`config.mk`:
```
export PLATFORM = sky130hd
export DESIGN_NAME = hist_core
export DESIGN_NICKNAME = d
export VERILOG_FILES = /design/src/core/hist_pkg.sv /design/src/core/hist_pool_if.sv /design/src/core/hist_tx_pool.sv /design/src/core/hist_core.sv
export SDC_FILE = /design/constraint.sdc
export NUM_CORES = 1
export LEC_CHECK = 0
export BUFFER_PORTS_ARGS = -buffer_cell sky130_fd_sc_hd__buf_2
export CORE_AREA = 5 5 189 263
export DETAILED_ROUTE_END_ITERATION = 10
export DIE_AREA = 0 0 194 268
export GPL_ROUTABILITY_DRIVEN = 0
export SYNTH_ARGS = -nofsm -noshare
export SYNTH_HDL_FRONTEND = slang
export SYNTH_SLANG_ARGS = --single-unit
```
`constraint.sdc`:
```
create_clock -name clk -period 12 [get_ports clk]
set_input_delay 0 -clock clk [delete_from_list [all_inputs] [get_ports clk]]
set_output_delay 0 -clock clk [all_outputs]
set_load 0.02 [all_outputs]
```
`src/core/hist_pkg.sv`:
```
// register map, field layout and reset values of the hdlc interrupt and status block
// Overview of operation
// - window writes store byte, pointer auto-increments
// - interrupt status at 0x20, reset zero
// - receive message end on frame end
// - receive pool full on 32-byte block
// - remote state change in auto-mode only
// - transmit pool ready in three cases
// - timer bit on timer expiry
// - channel change on control/indicate or s/q
// - sync transfer interrupt when enabled
// - extended bit on six minor causes
// - status read clears all but two bits
// - write-only mask at 0x20, reset zero
// - masked bits hidden but kept pending
// - extended/channel bits shown, masked from pin
// - controller status at 0x21, reset 0x48
`default_nettype none

package hist_pkg;

	localparam int DATA_W     = 8;
	localparam int FIFO_DEPTH = 32;
	localparam int PTR_W      = 5;
	localparam int CNT_W      = 6;
	localparam int EXT_N      = 6;
	localparam logic [CNT_W-1:0] POOL_FULL = 6'h20;

	// printed offsets are word indices; byte address is index times four
	localparam logic [7:0] IDX_WINDOW_LAST = 8'h1f;
	localparam logic [7:0] IDX_IRQ_STATUS  = 8'h20;
	localparam logic [7:0] IDX_CTRL_STATUS = 8'h21;
	localparam logic [7:0] IDX_TX_COMMAND  = 8'h24;
	localparam logic [7:0] IDX_CH0_RECEIVE = 8'h25;
	localparam logic [7:0] IDX_SYNC_CTRL   = 8'h26;
	localparam logic [7:0] IDX_EXT_CAUSE   = 8'h27;

	// interrupt status / mask bit positions
	localparam int BIT_RX_MSG_END   = 7;
	localparam int BIT_RX_POOL_FULL = 6;
	localparam int BIT_REMOTE_CHG   = 5;
	localparam int BIT_TX_POOL_RDY  = 4;
	localparam int BIT_TIMER        = 3;
	localparam int BIT_CHANNEL_CHG  = 2;
	localparam int BIT_SYNC         = 1;
	localparam int BIT_EXTENDED     = 0;
	localparam logic [7:0] IRQ_STATUS_RESET = 8'h00;
	localparam logic [7:0] IRQ_MASK_RESET   = 8'h00;
	localparam logic [7:0] ALWAYS_SHOWN     = 8'h05;
	localparam logic [7:0] CLEAR_ON_READ    = 8'hfa;

	// controller status bit positions
	localparam int BIT_TX_OVERFLOW   = 7;
	localparam int BIT_TX_WRITABLE   = 6;
	localparam int BIT_LOCAL_NR      = 5;
	localparam int BIT_REMOTE_NR     = 4;
	localparam int BIT_MSG_BUF_READY = 3;
	localparam int BIT_MON1_ACTIVE   = 2;
	localparam int BIT_BCH_VALID     = 1;
	localparam int BIT_MON0_ACTIVE   = 0;
	localparam logic [7:0] CTRL_STATUS_RESET = 8'h48;

	// transmit command bits and sync enable bit
	localparam int CMD_TRANSPARENT = 2;
	localparam int CMD_INFO_FRAME  = 1;
	localparam int CMD_MSG_END     = 0;
	localparam int SYNC_ENABLE_BIT = 0;

	typedef enum logic [1:0] {
		TX_IDLE,
		TX_SENDING,
		TX_WAIT_ACK
	} hist_tx_state_t;

endpackage

`default_nettype wire

```
`src/core/hist_pool_if.sv`:
```
// carrier between the register core and the transmit pool
`default_nettype none

interface hist_pool_if;
	logic                        wr_en;
	logic [hist_pkg::DATA_W-1:0] wr_data;
	logic                        rd_en;
	logic                        release_pool;
	logic [hist_pkg::DATA_W-1:0] rd_data;
	logic                        writable;
	logic                        overflow;

	modport core (output wr_en, output wr_data, output rd_en, output release_pool,
		input rd_data, input writable, input overflow);
	modport pool (input wr_en, input wr_data, input rd_en, input release_pool,
		output rd_data, output writable, output overflow);
endinterface

`default_nettype wire

```
`src/core/hist_tx_pool.sv`:
```
// transmit fifo storage with auto-incrementing pointers and pool overflow tracking
`default_nettype none

module hist_tx_pool (
	input  wire logic clk,
	input  wire logic rst_sync_n,
	hist_pool_if.pool p
);

	typedef struct packed {
		logic [hist_pkg::FIFO_DEPTH-1:0][hist_pkg::DATA_W-1:0] mem;
		logic [hist_pkg::PTR_W-1:0]                            wr_ptr;
		logic [hist_pkg::PTR_W-1:0]                            rd_ptr;
		logic [hist_pkg::CNT_W-1:0]                            count;
		logic [hist_pkg::CNT_W-1:0]                            pool_cnt;
		logic                                                  overflow;
		logic [hist_pkg::DATA_W-1:0]                           rd_data;
	} hist_pool_state_t;

	hist_pool_state_t s_reg;
	hist_pool_state_t s_next;

	always_comb
	begin
		s_next = s_reg;
		if (p.release_pool)
		begin
			s_next.pool_cnt = '0;
			s_next.overflow = 1'b0;
		end
		if (p.rd_en && s_reg.count != '0)
		begin
			s_next.rd_data = s_reg.mem[s_reg.rd_ptr];
			s_next.rd_ptr  = s_reg.rd_ptr + 1'b1;
			s_next.count   = s_reg.count - 1'b1;
		end
		if (p.wr_en)
		begin
			s_next.mem[s_reg.wr_ptr] = p.wr_data;
			s_next.wr_ptr            = s_reg.wr_ptr + 1'b1;
			// a 33rd byte in one pool still lands, but the host is told
			if (s_next.pool_cnt == hist_pkg::POOL_FULL)
				s_next.overflow = 1'b1;
			else
				s_next.pool_cnt = s_next.pool_cnt + 1'b1;
			// full fifo: oldest byte is overwritten, so the reader skips it
			if (s_next.count == hist_pkg::POOL_FULL)
				s_next.rd_ptr = s_next.rd_ptr + 1'b1;
			else
				s_next.count = s_next.count + 1'b1;
		end
	end

	always_ff @(posedge clk or negedge rst_sync_n)
	begin
		if (!rst_sync_n)
			s_reg <= '0;
		else
			s_reg <= s_next;
	end

	assign p.rd_data  = s_reg.rd_data;
	assign p.writable = s_reg.pool_cnt < hist_pkg::POOL_FULL;
	assign p.overflow = s_reg.overflow;

endmodule

`default_nettype wire

```
`src/core/hist_core.sv`:
```
// apb register core: interrupt status, mask, controller status and transmit window
`default_nettype none

module hist_core (
	input  wire logic                       clk,
	input  wire logic                       rst_n,
	input  wire logic                       psel,
	input  wire logic                       penable,
	input  wire logic                       pwrite,
	input  wire logic [11:0]                paddr,
	input  wire logic [31:0]                pwdata,
	output logic      [31:0]                prdata,
	output logic                            pready,
	output logic                            pslverr,
	input  wire logic                       auto_mode,
	input  wire logic                       te_mode,
	input  wire logic                       rx_msg_end_pulse,
	input  wire logic                       rx_pool_full_pulse,
	input  wire logic                       rx_sframe_pulse,
	input  wire logic                       rx_sframe_not_ready,
	input  wire logic                       tx_pool_empty_pulse,
	input  wire logic                       tx_frame_done_pulse,
	input  wire logic                       tx_ack_pulse,
	input  wire logic                       timer_expired_pulse,
	input  wire logic                       ch0_change_pulse,
	input  wire logic [7:0]                 ch0_value,
	input  wire logic                       ch1_change_pulse,
	input  wire logic                       sq_change_pulse,
	input  wire logic                       sync_frame_pulse,
	input  wire logic [hist_pkg::EXT_N-1:0] ext_event,
	input  wire logic                       local_not_ready,
	input  wire logic                       msg_buffer_ready,
	input  wire logic                       monitor_ch0_active,
	input  wire logic                       monitor_ch1_active,
	input  wire logic                       bchannel_valid,
	input  wire logic                       tx_rd_en,
	output logic      [7:0]                 tx_data,
	output logic                            tx_start,
	output logic                            tx_info_frame,
	output logic                            tx_msg_end,
	output logic                            irq
);

	typedef struct packed {
		logic [7:0]                 interrupt_status;
		logic [7:0]                 mask;
		logic [7:0]                 controller_status;
		logic [hist_pkg::EXT_N-1:0] ext_cause;
		logic [7:0]                 ch0_rx;
		logic                       sync_en;
		hist_pkg::hist_tx_state_t   tx_state;
		logic                       tx_iframe;
		logic                       tx_me;
		logic                       tx_start;
		logic [31:0]                prdata;
		logic                       pready;
		logic                       pslverr;
		logic                       irq;
	} hist_core_state_t;

	hist_core_state_t s_reg;
	hist_core_state_t s_next;

	logic [1:0]  rst_pipe_reg;
	logic        rst_sync_n;
	logic        setup;
	logic        access;
	logic        acc_write;
	logic        acc_read;
	logic [7:0]  idx;
	logic [7:0]  visible;
	logic        xpr_event;

	hist_pool_if pool_bus ();

	hist_tx_pool u_pool (
		.clk        (clk),
		.rst_sync_n (rst_sync_n),
		.p          (pool_bus.pool)
	);

	function automatic logic [7:0] reg_index(input logic [11:0] addr);
		reg_index = addr[9:2];
	endfunction

	function automatic logic is_mapped(input logic [11:0] addr);
		logic [7:0] i;
		i = reg_index(addr);
		is_mapped = (addr[11:10] == 2'h0) && (addr[1:0] == 2'h0) &&
			(i <= hist_pkg::IDX_CTRL_STATUS ||
			(i >= hist_pkg::IDX_TX_COMMAND && i <= hist_pkg::IDX_EXT_CAUSE));
	endfunction

	// asynchronous assert, release through two flip-flops
	always_ff @(posedge clk or negedge rst_n)
	begin
		if (!rst_n)
			rst_pipe_reg <= 2'h0;
		else
			rst_pipe_reg <= {rst_pipe_reg[0], 1'b1};
	end
	assign rst_sync_n = rst_pipe_reg[1];

	assign setup     = psel && !penable;
	assign access    = psel && penable && s_reg.pready;
	assign acc_write = access && pwrite && is_mapped(paddr);
	assign acc_read  = access && !pwrite && is_mapped(paddr);
	assign idx       = reg_index(paddr);

	// masked bits stay pending and hidden; two bits always show
	assign visible = s_reg.interrupt_status & (~s_reg.mask | hist_pkg::ALWAYS_SHOWN);

	assign pool_bus.wr_en        = acc_write && idx <= hist_pkg::IDX_WINDOW_LAST;
	assign pool_bus.wr_data      = pwdata[7:0];
	assign pool_bus.rd_en        = tx_rd_en;
	assign pool_bus.release_pool = xpr_event;

	always_comb
	begin
		s_next    = s_reg;
		xpr_event = 1'b0;

		// apb: read data is caught in setup so the answer comes from a flop
		s_next.pready  = setup;
		s_next.pslverr = setup && !is_mapped(paddr);
		if (setup)
		begin
			s_next.prdata = 32'h0;
			if (is_mapped(paddr))
			begin
				case (idx)
					hist_pkg::IDX_IRQ_STATUS:  s_next.prdata[7:0] = visible;
					hist_pkg::IDX_CTRL_STATUS: s_next.prdata[7:0] = s_reg.controller_status;
					hist_pkg::IDX_CH0_RECEIVE: s_next.prdata[7:0] = s_reg.ch0_rx;
					hist_pkg::IDX_SYNC_CTRL:   s_next.prdata[hist_pkg::SYNC_ENABLE_BIT] = s_reg.sync_en;
					hist_pkg::IDX_EXT_CAUSE:   s_next.prdata[hist_pkg::EXT_N-1:0] = s_reg.ext_cause;
					default:                   s_next.prdata = 32'h0;
				endcase
			end
		end

		// a status read clears only what the host actually saw, so late events survive
		if (acc_read)
		begin
			case (idx)
				hist_pkg::IDX_IRQ_STATUS:
					s_next.interrupt_status = s_reg.interrupt_status & ~(s_reg.prdata[7:0] & hist_pkg::CLEAR_ON_READ);
				hist_pkg::IDX_CH0_RECEIVE:
					s_next.interrupt_status[hist_pkg::BIT_CHANNEL_CHG] = 1'b0;
				hist_pkg::IDX_EXT_CAUSE:
				begin
					s_next.interrupt_status[hist_pkg::BIT_EXTENDED] = 1'b0;
					s_next.ext_cause = s_reg.ext_cause & ~s_reg.prdata[hist_pkg::EXT_N-1:0];
				end
				default:
					s_next.interrupt_status = s_reg.interrupt_status;
			endcase
		end

		s_next.tx_start = 1'b0;
		if (acc_write)
		begin
			case (idx)
				hist_pkg::IDX_IRQ_STATUS:
					s_next.mask = pwdata[7:0];
				hist_pkg::IDX_SYNC_CTRL:
					s_next.sync_en = pwdata[hist_pkg::SYNC_ENABLE_BIT];
				hist_pkg::IDX_TX_COMMAND:
				begin
					// info frames exist only in auto-mode; a busy transmitter ignores commands
					if (s_reg.tx_state == hist_pkg::TX_IDLE &&
						(pwdata[hist_pkg::CMD_TRANSPARENT] || (pwdata[hist_pkg::CMD_INFO_FRAME] && auto_mode)))
					begin
						s_next.tx_state  = hist_pkg::TX_SENDING;
						s_next.tx_iframe = !pwdata[hist_pkg::CMD_TRANSPARENT];
						s_next.tx_me     = pwdata[hist_pkg::CMD_MSG_END];
						s_next.tx_start  = 1'b1;
					end
				end
				default:
					s_next.mask = s_reg.mask;
			endcase
		end

		// transmit sequencing towards pool ready
		case (s_reg.tx_state)
			hist_pkg::TX_IDLE:
				s_next.tx_state = s_next.tx_state;
			hist_pkg::TX_SENDING:
			begin
				if (tx_pool_empty_pulse && !s_reg.tx_me)
				begin
					xpr_event       = 1'b1;
					s_next.tx_state = hist_pkg::TX_IDLE;
				end
				else if (tx_frame_done_pulse && s_reg.tx_me)
				begin
					xpr_event       = !s_reg.tx_iframe;
					s_next.tx_state = s_reg.tx_iframe ? hist_pkg::TX_WAIT_ACK : hist_pkg::TX_IDLE;
				end
			end
			hist_pkg::TX_WAIT_ACK:
			begin
				if (tx_ack_pulse)
				begin
					xpr_event       = 1'b1;
					s_next.tx_state = hist_pkg::TX_IDLE;
				end
			end
			default:
				s_next.tx_state = hist_pkg::TX_IDLE;
		endcase

		// event sets come last so a set in the clearing cycle wins
		if (rx_msg_end_pulse)
			s_next.interrupt_status[hist_pkg::BIT_RX_MSG_END] = 1'b1;
		if (rx_pool_full_pulse)
			s_next.interrupt_status[hist_pkg::BIT_RX_POOL_FULL] = 1'b1;
		if (auto_mode && rx_sframe_pulse && rx_sframe_not_ready != s_reg.controller_status[hist_pkg::BIT_REMOTE_NR])
			s_next.interrupt_status[hist_pkg::BIT_REMOTE_CHG] = 1'b1;
		if (xpr_event)
			s_next.interrupt_status[hist_pkg::BIT_TX_POOL_RDY] = 1'b1;
		if (timer_expired_pulse)
			s_next.interrupt_status[hist_pkg::BIT_TIMER] = 1'b1;
		if (ch0_change_pulse || (ch1_change_pulse && te_mode) || sq_change_pulse)
			s_next.interrupt_status[hist_pkg::BIT_CHANNEL_CHG] = 1'b1;
		if (ch0_change_pulse)
			s_next.ch0_rx = ch0_value;
		if (sync_frame_pulse && s_reg.sync_en)
			s_next.interrupt_status[hist_pkg::BIT_SYNC] = 1'b1;
		if (ext_event != '0)
			s_next.interrupt_status[hist_pkg::BIT_EXTENDED] = 1'b1;
		s_next.ext_cause = s_next.ext_cause | ext_event;

		// controller status mirrors live state each cycle, but remote not ready changes only on an auto-mode s-frame
		s_next.controller_status[hist_pkg::BIT_TX_OVERFLOW]   = pool_bus.overflow;
		s_next.controller_status[hist_pkg::BIT_TX_WRITABLE]   = pool_bus.writable && s_reg.tx_state == hist_pkg::TX_IDLE;
		s_next.controller_status[hist_pkg::BIT_LOCAL_NR]      = auto_mode && local_not_ready;
		if (auto_mode && rx_sframe_pulse)
			s_next.controller_status[hist_pkg::BIT_REMOTE_NR] = rx_sframe_not_ready;
		s_next.controller_status[hist_pkg::BIT_MSG_BUF_READY] = msg_buffer_ready;
		s_next.controller_status[hist_pkg::BIT_MON1_ACTIVE]   = monitor_ch1_active;
		s_next.controller_status[hist_pkg::BIT_BCH_VALID]     = bchannel_valid;
		s_next.controller_status[hist_pkg::BIT_MON0_ACTIVE]   = monitor_ch0_active;

		s_next.irq = |(s_next.interrupt_status & ~s_next.mask);
	end

	always_ff @(posedge clk or negedge rst_sync_n)
	begin
		if (!rst_sync_n)
		begin
			s_reg          <= '0;
			s_reg.interrupt_status     <= hist_pkg::IRQ_STATUS_RESET;
			s_reg.mask     <= hist_pkg::IRQ_MASK_RESET;
			s_reg.controller_status     <= hist_pkg::CTRL_STATUS_RESET;
			s_reg.tx_state <= hist_pkg::TX_IDLE;
		end
		else
			s_reg <= s_next;
	end

	assign prdata        = s_reg.prdata;
	assign pready        = s_reg.pready;
	assign pslverr       = s_reg.pslverr;
	assign tx_data       = pool_bus.rd_data;
	assign tx_start      = s_reg.tx_start;
	assign tx_info_frame = s_reg.tx_iframe;
	assign tx_msg_end    = s_reg.tx_me;
	assign irq           = s_reg.irq;
endmodule

`default_nettype wire

```
==> flow_summary.html, run 1 <==
<table>
<tr><th>Metric</th><th>Value</th></tr>
<tr><th colspan="2">Floorplan</th></tr>
<tr><td>Die area</td><td>around 52,000 sq um</td></tr>
<tr><td>Count of standard-cell rows</td><td>94</td></tr>
<tr><td>Core area</td><td>46,900 sq um</td></tr>
<tr><td>Number of primary I/O pins</td><td>129</td></tr>
<tr><td>Starting density of the core</td><td>0.346</td></tr>
<tr><td>Height of the chip</td><td>around 270 um</td></tr>
<tr><td>Floorplan die width</td><td>194 um</td></tr>
<tr><th colspan="2">Global route</th></tr>
<tr><td>Remaining global-route overflow</td><td>0</td></tr>
<tr><td>Via count of the first global-routing pass</td><td>around 11,000</td></tr>
<tr><td>Largest net degree at the start of global routing</td><td>75</td></tr>
<tr><td>Antenna violations before repair</td><td>1</td></tr>
<tr><td>Global-route wire length before repair</td><td>61.6 mm</td></tr>
<tr><td>Total track usage</td><td>0.149</td></tr>
<tr><th colspan="2">Worst setup path</th></tr>
<tr><td>CP required</td><td>between 10 and 15 ns</td></tr>
<tr><td>Worst Setup Path Type</td><td>primary input to register</td></tr>
<tr><td>CP startpoint kind</td><td>primary input</td></tr>
<tr><td>Data arrival time of the critical path</td><td>between 3 and 4 ns</td></tr>
<tr><td>Crit path capture type</td><td>register</td></tr>
<tr><td>Top fanout value on the critical path</td><td>17</td></tr>
<tr><th colspan="2">Clock network</th></tr>
<tr><td>Post-CTS setup repair buffer count</td><td>0</td></tr>
<tr><td>Max Root-Sink Buffers</td><td>3</td></tr>
<tr><td>Clock latency of the later-clocked register in the worst-skew pair</td><td>0.54 ns</td></tr>
<tr><td>TritonCTS clock tree</td><td>built</td></tr>
<tr><td>Number of clock buffers inserted by TritonCTS</td><td>34</td></tr>
<tr><td>Clock slew seen by the registers of the worst setup and hold paths</td><td>0.06 ns</td></tr>
<tr><td># H-tree levels</td><td>2</td></tr>
<tr><td>Root buf cell</td><td>sky130_fd_sc_hd__clkbuf_16</td></tr>
<tr><td>Clock tree sinks</td><td>344</td></tr>
<tr><th colspan="2">Logic synthesis</th></tr>
<tr><td>Count of mapped cells out of synthesis</td><td>1,143</td></tr>
<tr><td>Leading cell types by total area after synthesis</td><td>sky130_fd_sc_hd__dfrtp_1 53%, sky130_fd_sc_hd__mux2_2 19%, sky130_fd_sc_hd__mux4_2 11%</td></tr>
<tr><td>Seq cells post-synth</td><td>~340</td></tr>
<tr><td>Post-Syn Area</td><td>16,300 sq um</td></tr>
<tr><td>Avg Inst Size Synth</td><td>~14 sq um</td></tr>
<tr><td>Largest area contributor in the netlist</td><td>sky130_fd_sc_hd__dfrtp_1</td></tr>
<tr><td>Most used flip-flop cell after synthesis</td><td>sky130_fd_sc_hd__dfrtp_1</td></tr>
<tr><td>Synth Warn #</td><td>0</td></tr>
<tr><td>Fraction of post-synthesis cell area in the top cell type by area</td><td>0.527</td></tr>
<tr><td>Count of different cell masters after synthesis</td><td>66</td></tr>
<tr><td>Share of flip-flops with an asynchronous set or reset after synthesis</td><td>1.00</td></tr>
<tr><td>Sequential cell area fraction in the yosys report</td><td>0.530</td></tr>
<tr><td>Number of flops mapped to enable cells by yosys</td><td>0</td></tr>
<tr><th colspan="2">Placed design</th></tr>
<tr><td>Detailed-placement wirelength estimate</td><td>25.2 mm</td></tr>
<tr><td>Port Buffer Count</td><td>80</td></tr>
<tr><th colspan="2">Power and ir drop</th></tr>
<tr><td>LEAKAGE</td><td>8.85 nW</td></tr>
<tr><td>Cell-internal power</td><td>2.01 mW</td></tr>
<tr><td>Share of total power in sequential cells</td><td>0.465</td></tr>
<tr><td>Worst IR Drop VDD</td><td>93.7 uV</td></tr>
<tr><td>Logic pwr share</td><td>0.143</td></tr>
<tr><td>Power density relative to cell area</td><td>148 nW/um^2</td></tr>
<tr><td>Power dissipated by switching net loads</td><td>0.761 mW</td></tr>
<tr><td>Proportion of total power due to net switching</td><td>0.275</td></tr>
<tr><td>Part of the total power dissipated in the clock network</td><td>0.392</td></tr>
<tr><th colspan="2">Status</th></tr>
<tr><td>Status</td><td>complete, no violations</td></tr>
<tr><th colspan="2">Drt</th></tr>
<tr><td>Initial DRT Pass Iterations</td><td>5</td></tr>
<tr><td>Ratio of routed vias to standard cells</td><td>5.13</td></tr>
<tr><td>Antenna Nets Post-Route</td><td>0</td></tr>
<tr><td>Number of DRC markers in iteration 0</td><td>417</td></tr>
<tr><td>Detailed-route DRC error count</td><td>0</td></tr>
<tr><td>Total routed wirelength</td><td>38.3 mm</td></tr>
<tr><td>Detailed-route wire length per cell</td><td>20.3 um</td></tr>
<tr><td>Number of vias after detailed routing</td><td>9,672</td></tr>
<tr><th colspan="2">STA</th></tr>
<tr><td>Worst max-slew margin expressed relative to the limit</td><td>0.247</td></tr>
<tr><td>Final-layout worst hold slack</td><td>approximately 0.038 ns</td></tr>
<tr><td>Slew at the pin with the worst max-slew slack</td><td>between 1 and 1.5 ns</td></tr>
<tr><td>Unrepaired setup endpoints after global routing</td><td>no</td></tr>
<tr><td>Slew Viols, Final</td><td>0</td></tr>
<tr><td>Final critical-path required period</td><td>3.58 ns</td></tr>
<tr><td>Number of failing setup endpoints in the final timing report</td><td>0</td></tr>
<tr><td>Count of endpoints failing hold in the final timing report</td><td>0</td></tr>
<tr><td>Setup_tns</td><td>0 ns</td></tr>
<tr><td>Max Clock Skew</td><td>0.0279 ns</td></tr>
<tr><td>Achievable Freq</td><td>0.279 GHz</td></tr>
<tr><td>Final Cycle Share</td><td>0.299</td></tr>
<tr><th colspan="2">Hold path</th></tr>
<tr><td>Hold Crit Class</td><td>primary input to register</td></tr>
<tr><th colspan="2">Job</th></tr>
<tr><td>Count of max-cap constraint violations</td><td>0</td></tr>
<tr><th colspan="2">Cells and area</th></tr>
<tr><td>Growth of design area from synthesis to finish</td><td>15.0%</td></tr>
<tr><td>Total inserted antenna cells</td><td>0</td></tr>
<tr><td>Final net count</td><td>1,338</td></tr>
<tr><td>Share of layout cells above drive strength 1</td><td>0.403</td></tr>
<tr><td>Number of fillers in the final layout</td><td>4,310</td></tr>
<tr><td>Flip-flop count of the largest register after layout</td><td>278</td></tr>
</table>
-- metal layers --
metal  vias to the layer above  wire length (um)  share of wire  global-route usage
met3                        77              1620          0.042              0.0240
li1                       4317                 -              -                   -
met4                         2              1140          0.030              0.0500
met2                       220             20300           0.53               0.272
met1                      5056             15200           0.40               0.181
met5                         -                13        0.00034                   0
-- cells by family (layout without fill, tap and decap cells) --
kind of cell,count (synthesis),after routing,synth area share
adders and majority gates,16,16,0.0123
and+or+nand+nor,186,186,0.0629
muxes,372,372,0.311
xor gates and xnor gates,19,19,0.0102
other,2,25,0.000462
buffers and inverters,126,222,0.0396
AOI/OAI and AO/OA,78,78,0.0333
DFF,344,344,0.530
-- cells in the final DEF, fill, tap and decap left out, drive strengths merged, types with 10 or more instances in the layout --
| cell type | count |
|---|---|
| conb | 25 |
| nand2 | 82 |
| ha | 16 |
| mux2i | 23 |
| o21ai | 22 |
| xnor2 | 11 |
| nand4 | 10 |
| inv | 23 |
| mux2 | 269 |
| buf | 90 |
| dfrtp | 342 |
| a21oi | 12 |
| dlygate4sd3 | 50 |
| mux4 | 80 |
| clkbuf | 51 |
| nor2 | 16 |
-- layout make-up --
class / count / area (sq um) / share of cell area
flip-flops and latches: 344 / 8620 / 0.461
multi-input cells: 696 / 7090 / 0.379
clock buffers: 51 / 1030 / 0.0549
repair buffers: 140 / 976 / 0.0522
well taps: 624 / 781 / 0.0418
clock inverters: 8 / 113 / 0.00602
inverters: 23 / 86.3 / 0.00462
-- critical path, cell delays in order --
cell and delay, ns:
sky130_fd_sc_hd__dlygate4sd3_1 0.53, sky130_fd_sc_hd__buf_2 0.12, sky130_fd_sc_hd__or4_4 0.42, sky130_fd_sc_hd__dlygate4sd3_1 0.66, sky130_fd_sc_hd__nor4_4 0.76, sky130_fd_sc_hd__and2_1 0.60
sky130_fd_sc_hd__nand2_1 0.49, sky130_fd_sc_hd__mux2_2 0.41
-- power groups by stage --
stage	clock [mW]	sequential [mW]	combinational [mW]
after floorplan	0	1.23	0.355
after global placement	0	1.31	0.382
after detailed placement	0	1.31	0.391
after CTS	1.12	1.29	0.407
after global routing	1.16	1.30	0.436
final	1.08	1.29	0.396
-- final timing paths --
check                            startpoint             endpoint  depth (start not counted)  slack (ns)
max                                paddr[0]    u_pool.s_reg[121]                          8        8.42
min in group asynchronous             rst_n      rst_pipe_reg[1]                          3        0.33
max in group asynchronous   rst_pipe_reg[1]     u_pool.s_reg[21]                          2        9.15
max reg2reg                u_pool.s_reg[21]  u_pool.p.rd_data[4]                          5        8.75
min                               pwdata[0]           tx_msg_end                          4        0.04
min reg2reg                 rst_pipe_reg[0]      rst_pipe_reg[1]                          0        0.35
-- through the flow --
| step | utilization | area, sq um | cells | setup slack (ns) | total power [mW] |
|---|---|---|---|---|---|
| 3_3_place_gp | 0.363 | 17100 | 1777 | 8.65 | 1.69 |
| 2_1_floorplan | - | 16300 | 1166 | 1.71 | 1.59 |
| 5_1_grt | 0.398 | 18700 | 1886 | 8.30 | 2.90 |
| 6_report | 0.398 | 18700 | 1886 | 8.42 | 2.77 |
| 4_1_cts | 0.398 | 18700 | 1886 | 8.46 | 2.82 |
| 3_5_place_dp | 0.363 | 17100 | 1777 | 8.65 | 1.70 |
-- cells in the mapped netlist (all sizes together), types with 3 or more instances --
cell / count
nand2b: 5
nor3: 5
nor3b: 5
nand2: 82
or2: 3
o21ai: 22
clkbuf: 45
or3: 3
nand4: 10
nor2: 16
mux2i: 23
o22ai: 3
mux4: 80
and2: 8
a21oi: 12
a22o: 6
buf: 58
mux2: 269
o211ai: 3
and4: 4
a21o: 9
nand3b: 5
nor4: 5
ha: 16
nand3: 8
inv: 23
xnor2: 11
xor2: 8
nor2b: 9
nor4b: 4
or4: 5
dfrtp: 342
and3b: 3
-- what timing repair did --
action / in CTS / in global routing
hold endpoints to repair: 44 / 0
resized for setup: 0 / 0
hold buffers: 50 / 0
Note: power is estimated with default switching activity, not from simulation.
==> run 2, diff against run 1 <==
--- a/config.mk
+++ b/config.mk
@@ -5,10 +5,11 @@
 export SDC_FILE = /design/constraint.sdc
 export NUM_CORES = 1
 export LEC_CHECK = 0
+export ABC_AREA = 1
 export BUFFER_PORTS_ARGS = -buffer_cell sky130_fd_sc_hd__buf_2
-export CORE_AREA = 5 5 189 263
+export CORE_AREA = 5 5 190 266
 export DETAILED_ROUTE_END_ITERATION = 10
-export DIE_AREA = 0 0 194 268
+export DIE_AREA = 0 0 195 271
 export GPL_ROUTABILITY_DRIVEN = 0
 export SYNTH_ARGS = -nofsm -noshare
 export SYNTH_HDL_FRONTEND = slang
==> constraint.sdc (replaced) <==
create_clock -name clk -period 3.6 [get_ports clk]
set_input_delay 0 -clock clk [delete_from_list [all_inputs] [get_ports clk]]
set_output_delay 0 -clock clk [all_outputs]
set_load 0.02 [all_outputs]
==> run 2 against run 1 <==
  * Clock skew decreased by 0.017 ns
  * Power increased to 3.8 times the previous value
  * Highest routed layer is now met4
  * Non-clock buffer count is 27 higher
  * Flip-flop and latch count unchanged
  * Setup slack lost 7.5 ns
  * Largest power group unchanged
  * Final cell count grew 44%
  * Sequential share of layout area is 1.1 points lower
  * Critical path depth up 4
  * Largest cell class unchanged
  * Hold slack better by 0.015 ns
  * Clock-buffer cell count fell by 3
==> flow_summary.html, run 2 <==
<table>
<tr><th>Metric</th><th>Value</th></tr>
<tr><th colspan="2">Status</th></tr>
<tr><td>Status</td><td>complete, no violations</td></tr>
<tr><th colspan="2">Cells and area</th></tr>
<tr><td>Leading cell type in the layout, fill and taps excluded</td><td>sky130_fd_sc_hd__nand2_1</td></tr>
<tr><td>Total inserted antenna cells</td><td>0</td></tr>
<tr><td>Share of layout cells above drive strength 1</td><td>0.113</td></tr>
<tr><td>Multi-input gate area</td><td>6740 sq um</td></tr>
<tr><td>Final cell utilization of the core</td><td>0.401</td></tr>
<tr><td>Flip-flop count of the largest register after layout</td><td>278</td></tr>
<tr><td>Final net count</td><td>2,159</td></tr>
<tr><td>Leading cell types in the layout, fill and taps excluded</td><td>502 x sky130_fd_sc_hd__nand2_1, 339 x sky130_fd_sc_hd__dfrtp_1, 290 x sky130_fd_sc_hd__o21ai_0</td></tr>
<tr><td>Register cell area after layout</td><td>~8600 sq um</td></tr>
<tr><td>Growth of design area from synthesis to finish</td><td>15.9%</td></tr>
<tr><td>Number of fillers in the final layout</td><td>4,764</td></tr>
<tr><th colspan="2">Worst setup path</th></tr>
<tr><td>Worst Setup Path Type</td><td>primary input to register</td></tr>
<tr><td>Top fanout value on the critical path</td><td>3</td></tr>
<tr><td>Data arrival time of the critical path</td><td>3.05 ns</td></tr>
<tr><td>Crit path capture type</td><td>register</td></tr>
<tr><td>CP startpoint kind</td><td>primary input</td></tr>
<tr><td>CP required</td><td>4.01 ns</td></tr>
<tr><td>Reg2reg setup slack</td><td>0.98 ns</td></tr>
<tr><th colspan="2">Drt</th></tr>
<tr><td>Ratio of routed vias to standard cells</td><td>5.06</td></tr>
<tr><td>Detail Route met2 WL</td><td>~22 mm</td></tr>
<tr><td>Total routed wirelength</td><td>45.7 mm</td></tr>
<tr><td>Initial DRT Pass Iterations</td><td>5</td></tr>
<tr><td>Metal-1 WL</td><td>between 15 and 20 mm</td></tr>
<tr><td>Detailed-route wire length per cell</td><td>16.8 um</td></tr>
<tr><td>Number of DRC markers in iteration 0</td><td>1,196</td></tr>
<tr><td>Number of vias after detailed routing</td><td>13,700</td></tr>
<tr><td>Antenna Nets Post-Route</td><td>0</td></tr>
<tr><td>Detailed-route DRC error count</td><td>0</td></tr>
<tr><td>Routed length on met3</td><td>2.36 mm</td></tr>
<tr><td>Highest routing layer actually used</td><td>met4</td></tr>
<tr><th colspan="2">Logic synthesis</th></tr>
<tr><td>Post-synthesis share of cell area spent on and, or, nand and nor gates</td><td>0.214</td></tr>
<tr><td>Seq cells post-synth</td><td>344</td></tr>
<tr><td>Leading cell types by total area after synthesis</td><td>sky130_fd_sc_hd__dfrtp_1 52%, sky130_fd_sc_hd__nand2_1 11%, sky130_fd_sc_hd__o21ai_0 8.8%</td></tr>
<tr><td>Compound-cell area share of the yosys netlist</td><td>0.168</td></tr>
<tr><td>Sequential cell area fraction in the yosys report</td><td>0.521</td></tr>
<tr><td>Multiplexer area fraction after synthesis</td><td>0.00136</td></tr>
<tr><td>XOR/XNOR share of the synthesized area</td><td>0.00689</td></tr>
<tr><td>Avg Inst Size Synth</td><td>8.33 sq um</td></tr>
<tr><td>Post-Syn Area</td><td>16,500 sq um</td></tr>
<tr><td>Most numerous cell types in the synthesized netlist</td><td>502 x sky130_fd_sc_hd__nand2_1, 342 x sky130_fd_sc_hd__dfrtp_1, 290 x sky130_fd_sc_hd__o21ai_0</td></tr>
<tr><td>Fraction of post-synthesis cell area in the top cell type by area</td><td>0.518</td></tr>
<tr><td>Most used flip-flop cell after synthesis</td><td>sky130_fd_sc_hd__dfrtp_1</td></tr>
<tr><td>Largest family of logic cells by synthesized area</td><td>simple AND/OR/NAND/NOR gates</td></tr>
<tr><td>Largest area contributor in the netlist</td><td>sky130_fd_sc_hd__dfrtp_1</td></tr>
<tr><td>Dominant cell by count in the synthesized netlist</td><td>sky130_fd_sc_hd__nand2_1</td></tr>
<tr><td>Synth Warn #</td><td>0</td></tr>
<tr><td>Count of different cell masters after synthesis</td><td>between 40 and 50</td></tr>
<tr><td>Count of mapped cells out of synthesis</td><td>1,986</td></tr>
<tr><td>Adder-Cell Fraction of Synth Area</td><td>0.0121</td></tr>
<tr><td>Share of flip-flops with an asynchronous set or reset after synthesis</td><td>1.00</td></tr>
<tr><td>Number of flops mapped to enable cells by yosys</td><td>0</td></tr>
<tr><th colspan="2">Global route</th></tr>
<tr><td>Largest net degree at the start of global routing</td><td>approximately 130</td></tr>
<tr><td>Via count of the first global-routing pass</td><td>13,400</td></tr>
<tr><td>Antenna violations before repair</td><td>0</td></tr>
<tr><td>Remaining global-route overflow</td><td>0</td></tr>
<tr><td>Global-route wire length before repair</td><td>73.7 mm</td></tr>
<tr><td>Total track usage</td><td>0.170</td></tr>
<tr><th colspan="2">Clock network</th></tr>
<tr><td>Max Root-Sink Buffers</td><td>3</td></tr>
<tr><td>TritonCTS clock tree</td><td>built</td></tr>
<tr><td>Post-CTS sizing</td><td>0</td></tr>
<tr><td>Number of clock buffers inserted by TritonCTS</td><td>36</td></tr>
<tr><td>Clock latency of the later-clocked register in the worst-skew pair</td><td>0.53 ns</td></tr>
<tr><td>Clock tree sinks</td><td>around 340</td></tr>
<tr><td>Root buf cell</td><td>sky130_fd_sc_hd__clkbuf_16</td></tr>
<tr><td>Clock slew seen by the registers of the worst setup and hold paths</td><td>0.06 ns</td></tr>
<tr><td># H-tree levels</td><td>2</td></tr>
<tr><th colspan="2">Floorplan</th></tr>
<tr><td>Floorplan die width</td><td>195 um</td></tr>
<tr><td>Count of standard-cell rows</td><td>95</td></tr>
<tr><td>Core area</td><td>47,800 sq um</td></tr>
<tr><td>Starting density of the core</td><td>0.346</td></tr>
<tr><td>Die area</td><td>52,800 sq um</td></tr>
<tr><td>Number of primary I/O pins</td><td>129</td></tr>
<tr><td>Height of the chip</td><td>271 um</td></tr>
<tr><th colspan="2">STA</th></tr>
<tr><td>Count of endpoints failing hold in the final timing report</td><td>0</td></tr>
<tr><td>Final critical-path required period</td><td>2.64 ns</td></tr>
<tr><td>Slew at the pin with the worst max-slew slack</td><td>0.990 ns</td></tr>
<tr><td>Setup_tns</td><td>0 ns</td></tr>
<tr><td>Achievable Freq</td><td>roughly 0.38 GHz</td></tr>
<tr><td>Worst max-slew margin expressed relative to the limit</td><td>0.340</td></tr>
<tr><td>Slew Viols, Final</td><td>0</td></tr>
<tr><td>Final Cycle Share</td><td>0.734</td></tr>
<tr><td>Unrepaired setup endpoints after global routing</td><td>no</td></tr>
<tr><td>Number of failing setup endpoints in the final timing report</td><td>0</td></tr>
<tr><td>Max Clock Skew</td><td>0.0111 ns</td></tr>
<tr><th colspan="2">Hold path</th></tr>
<tr><td>Hold Crit Class</td><td>primary input to register</td></tr>
<tr><th colspan="2">Power and ir drop</th></tr>
<tr><td>LEAKAGE</td><td>8.97 nW</td></tr>
<tr><td>Proportion of total power due to net switching</td><td>0.312</td></tr>
<tr><td>Worst IR Drop VDD</td><td>291 uV</td></tr>
<tr><td>Part of the total power dissipated in the clock network</td><td>0.388</td></tr>
<tr><td>Share of total power in sequential cells</td><td>0.395</td></tr>
<tr><td>Cell-internal power</td><td>between 7 and 8 mW</td></tr>
<tr><td>Power density relative to cell area</td><td>between 500 and 600 nW/um^2</td></tr>
<tr><td>Power dissipated by switching net loads</td><td>~3.3 mW</td></tr>
<tr><td>Logic pwr share</td><td>0.216</td></tr>
<tr><th colspan="2">Job</th></tr>
<tr><td>Count of max-cap constraint violations</td><td>0</td></tr>
<tr><th colspan="2">Placed design</th></tr>
<tr><td>Port Buffer Count</td><td>80</td></tr>
<tr><td>Detailed-placement wirelength estimate</td><td>27.9 mm</td></tr>
</table>
[run 2: worst paths after layout]
| kind | depth (start not counted) | endpoint | from |
|---|---|---|---|
| max in group asynchronous | 1 | u_pool.s_reg[21] | rst_pipe_reg[1] |
| setup reg to reg | 11 | s_reg[39] | s_reg[39] |
| hold / removal | 4 | u_pool.s_reg[166] | pwdata[7] |
| min in group asynchronous | 0 | s_reg[38] | rst_pipe_reg[1] |
| setup / recovery | 12 | s_reg[39] | pwdata[1] |
| hold reg to reg | 0 | s_reg[38] | rst_pipe_reg[1] |
[run 2: final cells by class]
type	instances	share of cell area
inverter	114	0.0225
clock inverter	13	0.0114
tap	630	0.0411
timing repair buffer	167	0.0682
sequential	344	0.450
clock buffer	48	0.0552
multi-input combinational	1397	0.352
[run 2: timing repair]
item,4_1_cts,5_1_grt
setup buffers,0,0
hold endpoints to repair,49,0
hold buffers,66,0
[run 2: worst max-delay path: stages]
cell,delay [ns]
sky130_fd_sc_hd__dlygate4sd3_1,0.52
sky130_fd_sc_hd__buf_2,0.16
sky130_fd_sc_hd__nand2_1,0.06
sky130_fd_sc_hd__dlygate4sd3_1,0.55
sky130_fd_sc_hd__a21oi_1,0.18
sky130_fd_sc_hd__nand2_1,0.07
sky130_fd_sc_hd__dlygate4sd3_1,0.57
sky130_fd_sc_hd__nor2_1,0.17
sky130_fd_sc_hd__o21ai_0,0.10
sky130_fd_sc_hd__nand2_1,0.06
sky130_fd_sc_hd__a21oi_1,0.05
sky130_fd_sc_hd__dlygate4sd3_1,0.55
[run 2: cells by family (layout without fill, tap and decap cells)]
group	count (synthesis)	count (layout)
mux	2	2
simple gates	834	834
compound gates	507	507
flops	344	344
xor+xnor	13	13
buf+inv	268	342
other cells	2	25
fa+ha+maj	16	16
[run 2: metal layers]
| metal | track usage | vias up |
|---|---|---|
| li1 | - | 6607 |
| met1 | 0.217 | 6613 |
| met2 | 0.291 | 426 |
| met3 | 0.0238 | 85 |
| met4 | 0.0643 | 0 |
| met5 | 0 | - |
[run 2: per-stage QoR]
step / std cells / hold WS (ns) / instance area, sq um / total power [mW] / setup slack [ns]
after floorplan: 2009 / -0.296 / 16600 / 5.63 / 0.200
after global placement: 2586 / -0.214 / 17200 / 6.36 / 1.23
after detailed placement: 2586 / -0.214 / 17200 / 6.37 / 1.16
after CTS: 2713 / 0.0313 / 19200 / 10.5 / 0.986
after global routing: 2713 / 0.0619 / 19200 / 10.9 / 0.852
final: 2713 / 0.0528 / 19200 / 10.4 / 0.956
[run 2: power groups by stage]
stage | registers, mW | logic [mW] | clock network [mW]
2_1_floorplan | 4.16 | 1.48 | 0
3_3_place_gp | 4.19 | 2.17 | 0
3_5_place_dp | 4.19 | 2.19 | 0
4_1_cts | 4.12 | 2.25 | 4.13
5_1_grt | 4.12 | 2.49 | 4.30
6_report | 4.11 | 2.25 | 4.04
==> run 3, diff against run 2 <==
==> constraint.sdc (replaced) <==
create_clock -name clk -period 2.2 [get_ports clk]
set_input_delay 0 -clock clk [delete_from_list [all_inputs] [get_ports clk]]
set_output_delay 0 -clock clk [all_outputs]
set_load 0.02 [all_outputs]
==> run 3 against run 2 <==
  * Clock power grew 55%
  * Sequential share of layout area fell by 0.69 points
  * Flip-flop and latch count unchanged
  * Routed wire length is 3.3% higher
  * Global-route usage increased by 0.58 points
  * Sequential power up 64%
  * Power up 63%
  * Die area stayed put
  * Register-to-register slack worse by 0.80 ns
  * Via count rose by 1.6%
  * Final cell count up 1.8%
  * Critical endpoint unchanged
  * Largest power group unchanged
  * Highest routed layer unchanged
==> flow_summary.html, run 3 (synthesis gave the netlist of run 2 again) <==
<table>
<tr><th>Metric</th><th>Value</th></tr>
<tr><th colspan="2">Global route</th></tr>
<tr><td>Via count of the first global-routing pass</td><td>13,700</td></tr>
<tr><td>Total track usage</td><td>0.175</td></tr>
<tr><td>Global-route wire length before repair</td><td>between 70 and 80 mm</td></tr>
<tr><td>Largest net degree at the start of global routing</td><td>104</td></tr>
<tr><td>Antenna violations before repair</td><td>0</td></tr>
<tr><td>Remaining global-route overflow</td><td>0</td></tr>
<tr><th colspan="2">Hold path</th></tr>
<tr><td>Hold wc startpoint</td><td>paddr[0]</td></tr>
<tr><td>Hold Crit Class</td><td>primary input to register</td></tr>
<tr><td>Endpoint with the worst hold slack</td><td>pslverr</td></tr>
<tr><td>Cell depth of the worst min-delay path</td><td>6</td></tr>
<tr><th colspan="2">Clock network</th></tr>
<tr><td>Root buf cell</td><td>sky130_fd_sc_hd__clkbuf_16</td></tr>
<tr><td>Max Root-Sink Buffers</td><td>3</td></tr>
<tr><td># H-tree levels</td><td>2</td></tr>
<tr><td>Clock tree sinks</td><td>~340</td></tr>
<tr><td>Clock latency of the later-clocked register in the worst-skew pair</td><td>0.55 ns</td></tr>
<tr><td>Number of clock buffers inserted by TritonCTS</td><td>37</td></tr>
<tr><td>Clock slew seen by the registers of the worst setup and hold paths</td><td>0.06 ns</td></tr>
<tr><td>TritonCTS clock tree</td><td>built</td></tr>
<tr><th colspan="2">Worst setup path</th></tr>
<tr><td>Category of cells accounting for the largest share of critical-path delay</td><td>buffers and inverters</td></tr>
<tr><td>Cell type of the slowest stage on the worst timing path</td><td>sky130_fd_sc_hd__dlygate4sd3_1</td></tr>
<tr><td>Worst Setup Path Type</td><td>primary input to register</td></tr>
<tr><td>Reg2Reg Capture Point</td><td>u_pool.s_reg[25]</td></tr>
<tr><td>Longest individual stage delay on the worst path</td><td>0.58 ns</td></tr>
<tr><td>CP bufs+invs</td><td>4</td></tr>
<tr><td>Launching point of the worst reg2reg path</td><td>u_pool.s_reg[16]</td></tr>
<tr><td>Worst Reg2Reg Path Length in Cells</td><td>12</td></tr>
<tr><td>CP startpoint kind</td><td>primary input</td></tr>
<tr><td>Reg2reg setup slack</td><td>roughly 0.18 ns</td></tr>
<tr><td>CP required</td><td>approximately 2.6 ns</td></tr>
<tr><td>Critical-path cell list</td><td>dlygate4sd3_1, buf_2, nand2_1, dlygate4sd3_1, a21oi_2, nand2_1, dlygate4sd3_1, nor2_1, o21ai_0, nand2_1, a21oi_1</td></tr>
<tr><td>Data arrival time of the critical path</td><td>about 2.5 ns</td></tr>
<tr><td>Top fanout value on the critical path</td><td>3</td></tr>
<tr><td>Crit path capture type</td><td>register</td></tr>
<tr><th colspan="2">Floorplan</th></tr>
<tr><td>Count of standard-cell rows</td><td>95</td></tr>
<tr><td>Core area</td><td>47,800 sq um</td></tr>
<tr><td>Height of the chip</td><td>between 200 and 300 um</td></tr>
<tr><td>Die area</td><td>52,800 sq um</td></tr>
<tr><td>Floorplan die width</td><td>195 um</td></tr>
<tr><td>Starting density of the core</td><td>0.346</td></tr>
<tr><td>Number of primary I/O pins</td><td>129</td></tr>
<tr><th colspan="2">Drt</th></tr>
<tr><td>Number of vias after detailed routing</td><td>roughly 14,000</td></tr>
<tr><td>Detailed-route wire length per cell</td><td>about 17 um</td></tr>
<tr><td>Initial DRT Pass Iterations</td><td>5</td></tr>
<tr><td>Total routed wirelength</td><td>47.2 mm</td></tr>
<tr><td>Antenna Nets Post-Route</td><td>0</td></tr>
<tr><td>Detailed-route DRC error count</td><td>0</td></tr>
<tr><td>Ratio of routed vias to standard cells</td><td>5.05</td></tr>
<tr><td>Number of DRC markers in iteration 0</td><td>1,048</td></tr>
<tr><th colspan="2">Cells and area</th></tr>
<tr><td>Flip-flop count of the largest register after layout</td><td>278</td></tr>
<tr><td>Post-route design area</td><td>19,500 sq um</td></tr>
<tr><td>Leading cell types in the layout, fill and taps excluded</td><td>502 x sky130_fd_sc_hd__nand2_1, 338 x sky130_fd_sc_hd__dfrtp_1, 290 x sky130_fd_sc_hd__o21ai_0</td></tr>
<tr><td>Total inserted antenna cells</td><td>0</td></tr>
<tr><td>Growth of design area from synthesis to finish</td><td>17.7%</td></tr>
<tr><td>Final net count</td><td>2,203</td></tr>
<tr><td>Number of fillers in the final layout</td><td>4,748</td></tr>
<tr><td>Share of layout cells above drive strength 1</td><td>0.133</td></tr>
<tr><td>Leading cell type in the layout, fill and taps excluded</td><td>sky130_fd_sc_hd__nand2_1</td></tr>
<tr><th colspan="2">Job</th></tr>
<tr><td>Count of max-cap constraint violations</td><td>0</td></tr>
<tr><th colspan="2">STA</th></tr>
<tr><td>Number of failing setup endpoints in the final timing report</td><td>0</td></tr>
<tr><td>Count of endpoints failing hold in the final timing report</td><td>0</td></tr>
<tr><td>Final critical-path required period</td><td>2.07 ns</td></tr>
<tr><td>Achievable Freq</td><td>0.482 GHz</td></tr>
<tr><td>Worst max-slew margin expressed relative to the limit</td><td>0.606</td></tr>
<tr><td>Unrepaired setup endpoints after global routing</td><td>no</td></tr>
<tr><td>Max Clock Skew</td><td>0.0223 ns</td></tr>
<tr><td>Final Worst Setup Slack</td><td>between 0.1 and 0.15 ns</td></tr>
<tr><td>Slew Viols, Final</td><td>0</td></tr>
<tr><td>Slew at the pin with the worst max-slew slack</td><td>0.589 ns</td></tr>
<tr><td>Final Cycle Share</td><td>0.943</td></tr>
<tr><td>Setup_tns</td><td>0 ns</td></tr>
<tr><th colspan="2">Status</th></tr>
<tr><td>Status</td><td>complete, no violations</td></tr>
<tr><th colspan="2">Placed design</th></tr>
<tr><td>Place WS</td><td>0.0709 ns</td></tr>
<tr><td>Port Buffer Count</td><td>80</td></tr>
<tr><td>Detailed-placement wirelength estimate</td><td>30.8 mm</td></tr>
<tr><td>Area after detailed placement</td><td>17,500 sq um</td></tr>
<tr><th colspan="2">Power and ir drop</th></tr>
<tr><td>LEAKAGE</td><td>9.14 nW</td></tr>
<tr><td>Power density relative to cell area</td><td>871 nW/um^2</td></tr>
<tr><td>Worst IR Drop VDD</td><td>532 uV</td></tr>
</table>
run 3: changes by cell type in the layout (fill, tap and decap cells not counted), moves of 2 or more:
cell	before	now
sky130_fd_sc_hd__buf_4	14	55
sky130_fd_sc_hd__nor2_2	1	3
sky130_fd_sc_hd__clkbuf_1	2	11
sky130_fd_sc_hd__nor2_1	182	180
sky130_fd_sc_hd__inv_6	0	2
sky130_fd_sc_hd__clkinv_8	0	2
sky130_fd_sc_hd__clkinv_2	7	5
sky130_fd_sc_hd__bufinv_16	6	2
run 3: where the power goes:
group | internal, mW | switching, mW
registers | 6.50 | 0.217
clock network | 3.64 | 2.63
logic | 1.31 | 2.65
total | 11.5 | 5.49
run 3: per-stage QoR:
step	std cells	hold WS (ns)	total power [mW]	util
6_report	2761	0.0314	16.9	0.407
5_1_grt	2761	0.0487	17.8	0.407
4_1_cts	2758	0.00117	17.1	0.406
3_5_place_dp	2626	-0.209	10.7	0.367
3_3_place_gp	2626	-0.211	10.6	0.367
2_1_floorplan	2009	-0.296	9.22	-
run 3: what timing repair did:
item | 4_1_cts | 5_1_grt
hold endpoints to repair | 54 | 0
hold buffers | 66 | 0
setup buffers | 0 | 2
gates resized for setup | 0 | 12
setup endpoints to repair | 0 | 11
run 3: worst reg2reg max path, cell delays in order (launching register included):
cell	delay (ns)
sky130_fd_sc_hd__dfrtp_1	0.39
sky130_fd_sc_hd__inv_1	0.10
sky130_fd_sc_hd__ha_2	0.21
sky130_fd_sc_hd__nand3_4	0.12
sky130_fd_sc_hd__nand2_4	0.14
sky130_fd_sc_hd__inv_2	0.06
sky130_fd_sc_hd__buf_4	0.19
sky130_fd_sc_hd__o21ai_0	0.35
sky130_fd_sc_hd__nor2_1	0.13
sky130_fd_sc_hd__nand3_1	0.10
sky130_fd_sc_hd__nand2_1	0.05
sky130_fd_sc_hd__nand2_1	0.05
sky130_fd_sc_hd__inv_1	0.03
run 3: worst max-delay path by stage:
stage	start	to	slack [ns]	cells past startpoint
2_1_floorplan	rst_pipe_reg[1]	irq	-1.20	0
3_3_place_gp	u_pool.s_reg[16]	u_pool.s_reg[25]	0.13	13
3_5_place_dp	u_pool.s_reg[16]	u_pool.s_reg[23]	0.07	12
4_1_cts	u_pool.s_reg[16]	u_pool.s_reg[23]	0.05	12
5_1_grt	u_pool.s_reg[22]	u_pool.s_reg[25]	0.01	9
6_report	pwdata[1]	s_reg[39]	0.13	11
run 3: metal layers:
layer	vias to the layer above	routed length (um)	GRT usage
li1	6707	-	-
met5	-	0	0
met3	98	2260	0.0259
met1	6735	19400	0.217
met2	406	23800	0.309
met4	0	1740	0.0662
run 3: layout make-up:
| class | instances | area (sq um) | area share |
|---|---|---|---|
| clock buffer | 56 | 1080 | 0.0553 |
| clock inverter | 10 | 130 | 0.00669 |
| inverter | 114 | 432 | 0.0222 |
| multi-input combinational | 1398 | 6790 | 0.349 |
| sequential | 344 | 8620 | 0.443 |
| tap | 630 | 788 | 0.0405 |
| timing repair buffer | 209 | 1630 | 0.0835 |
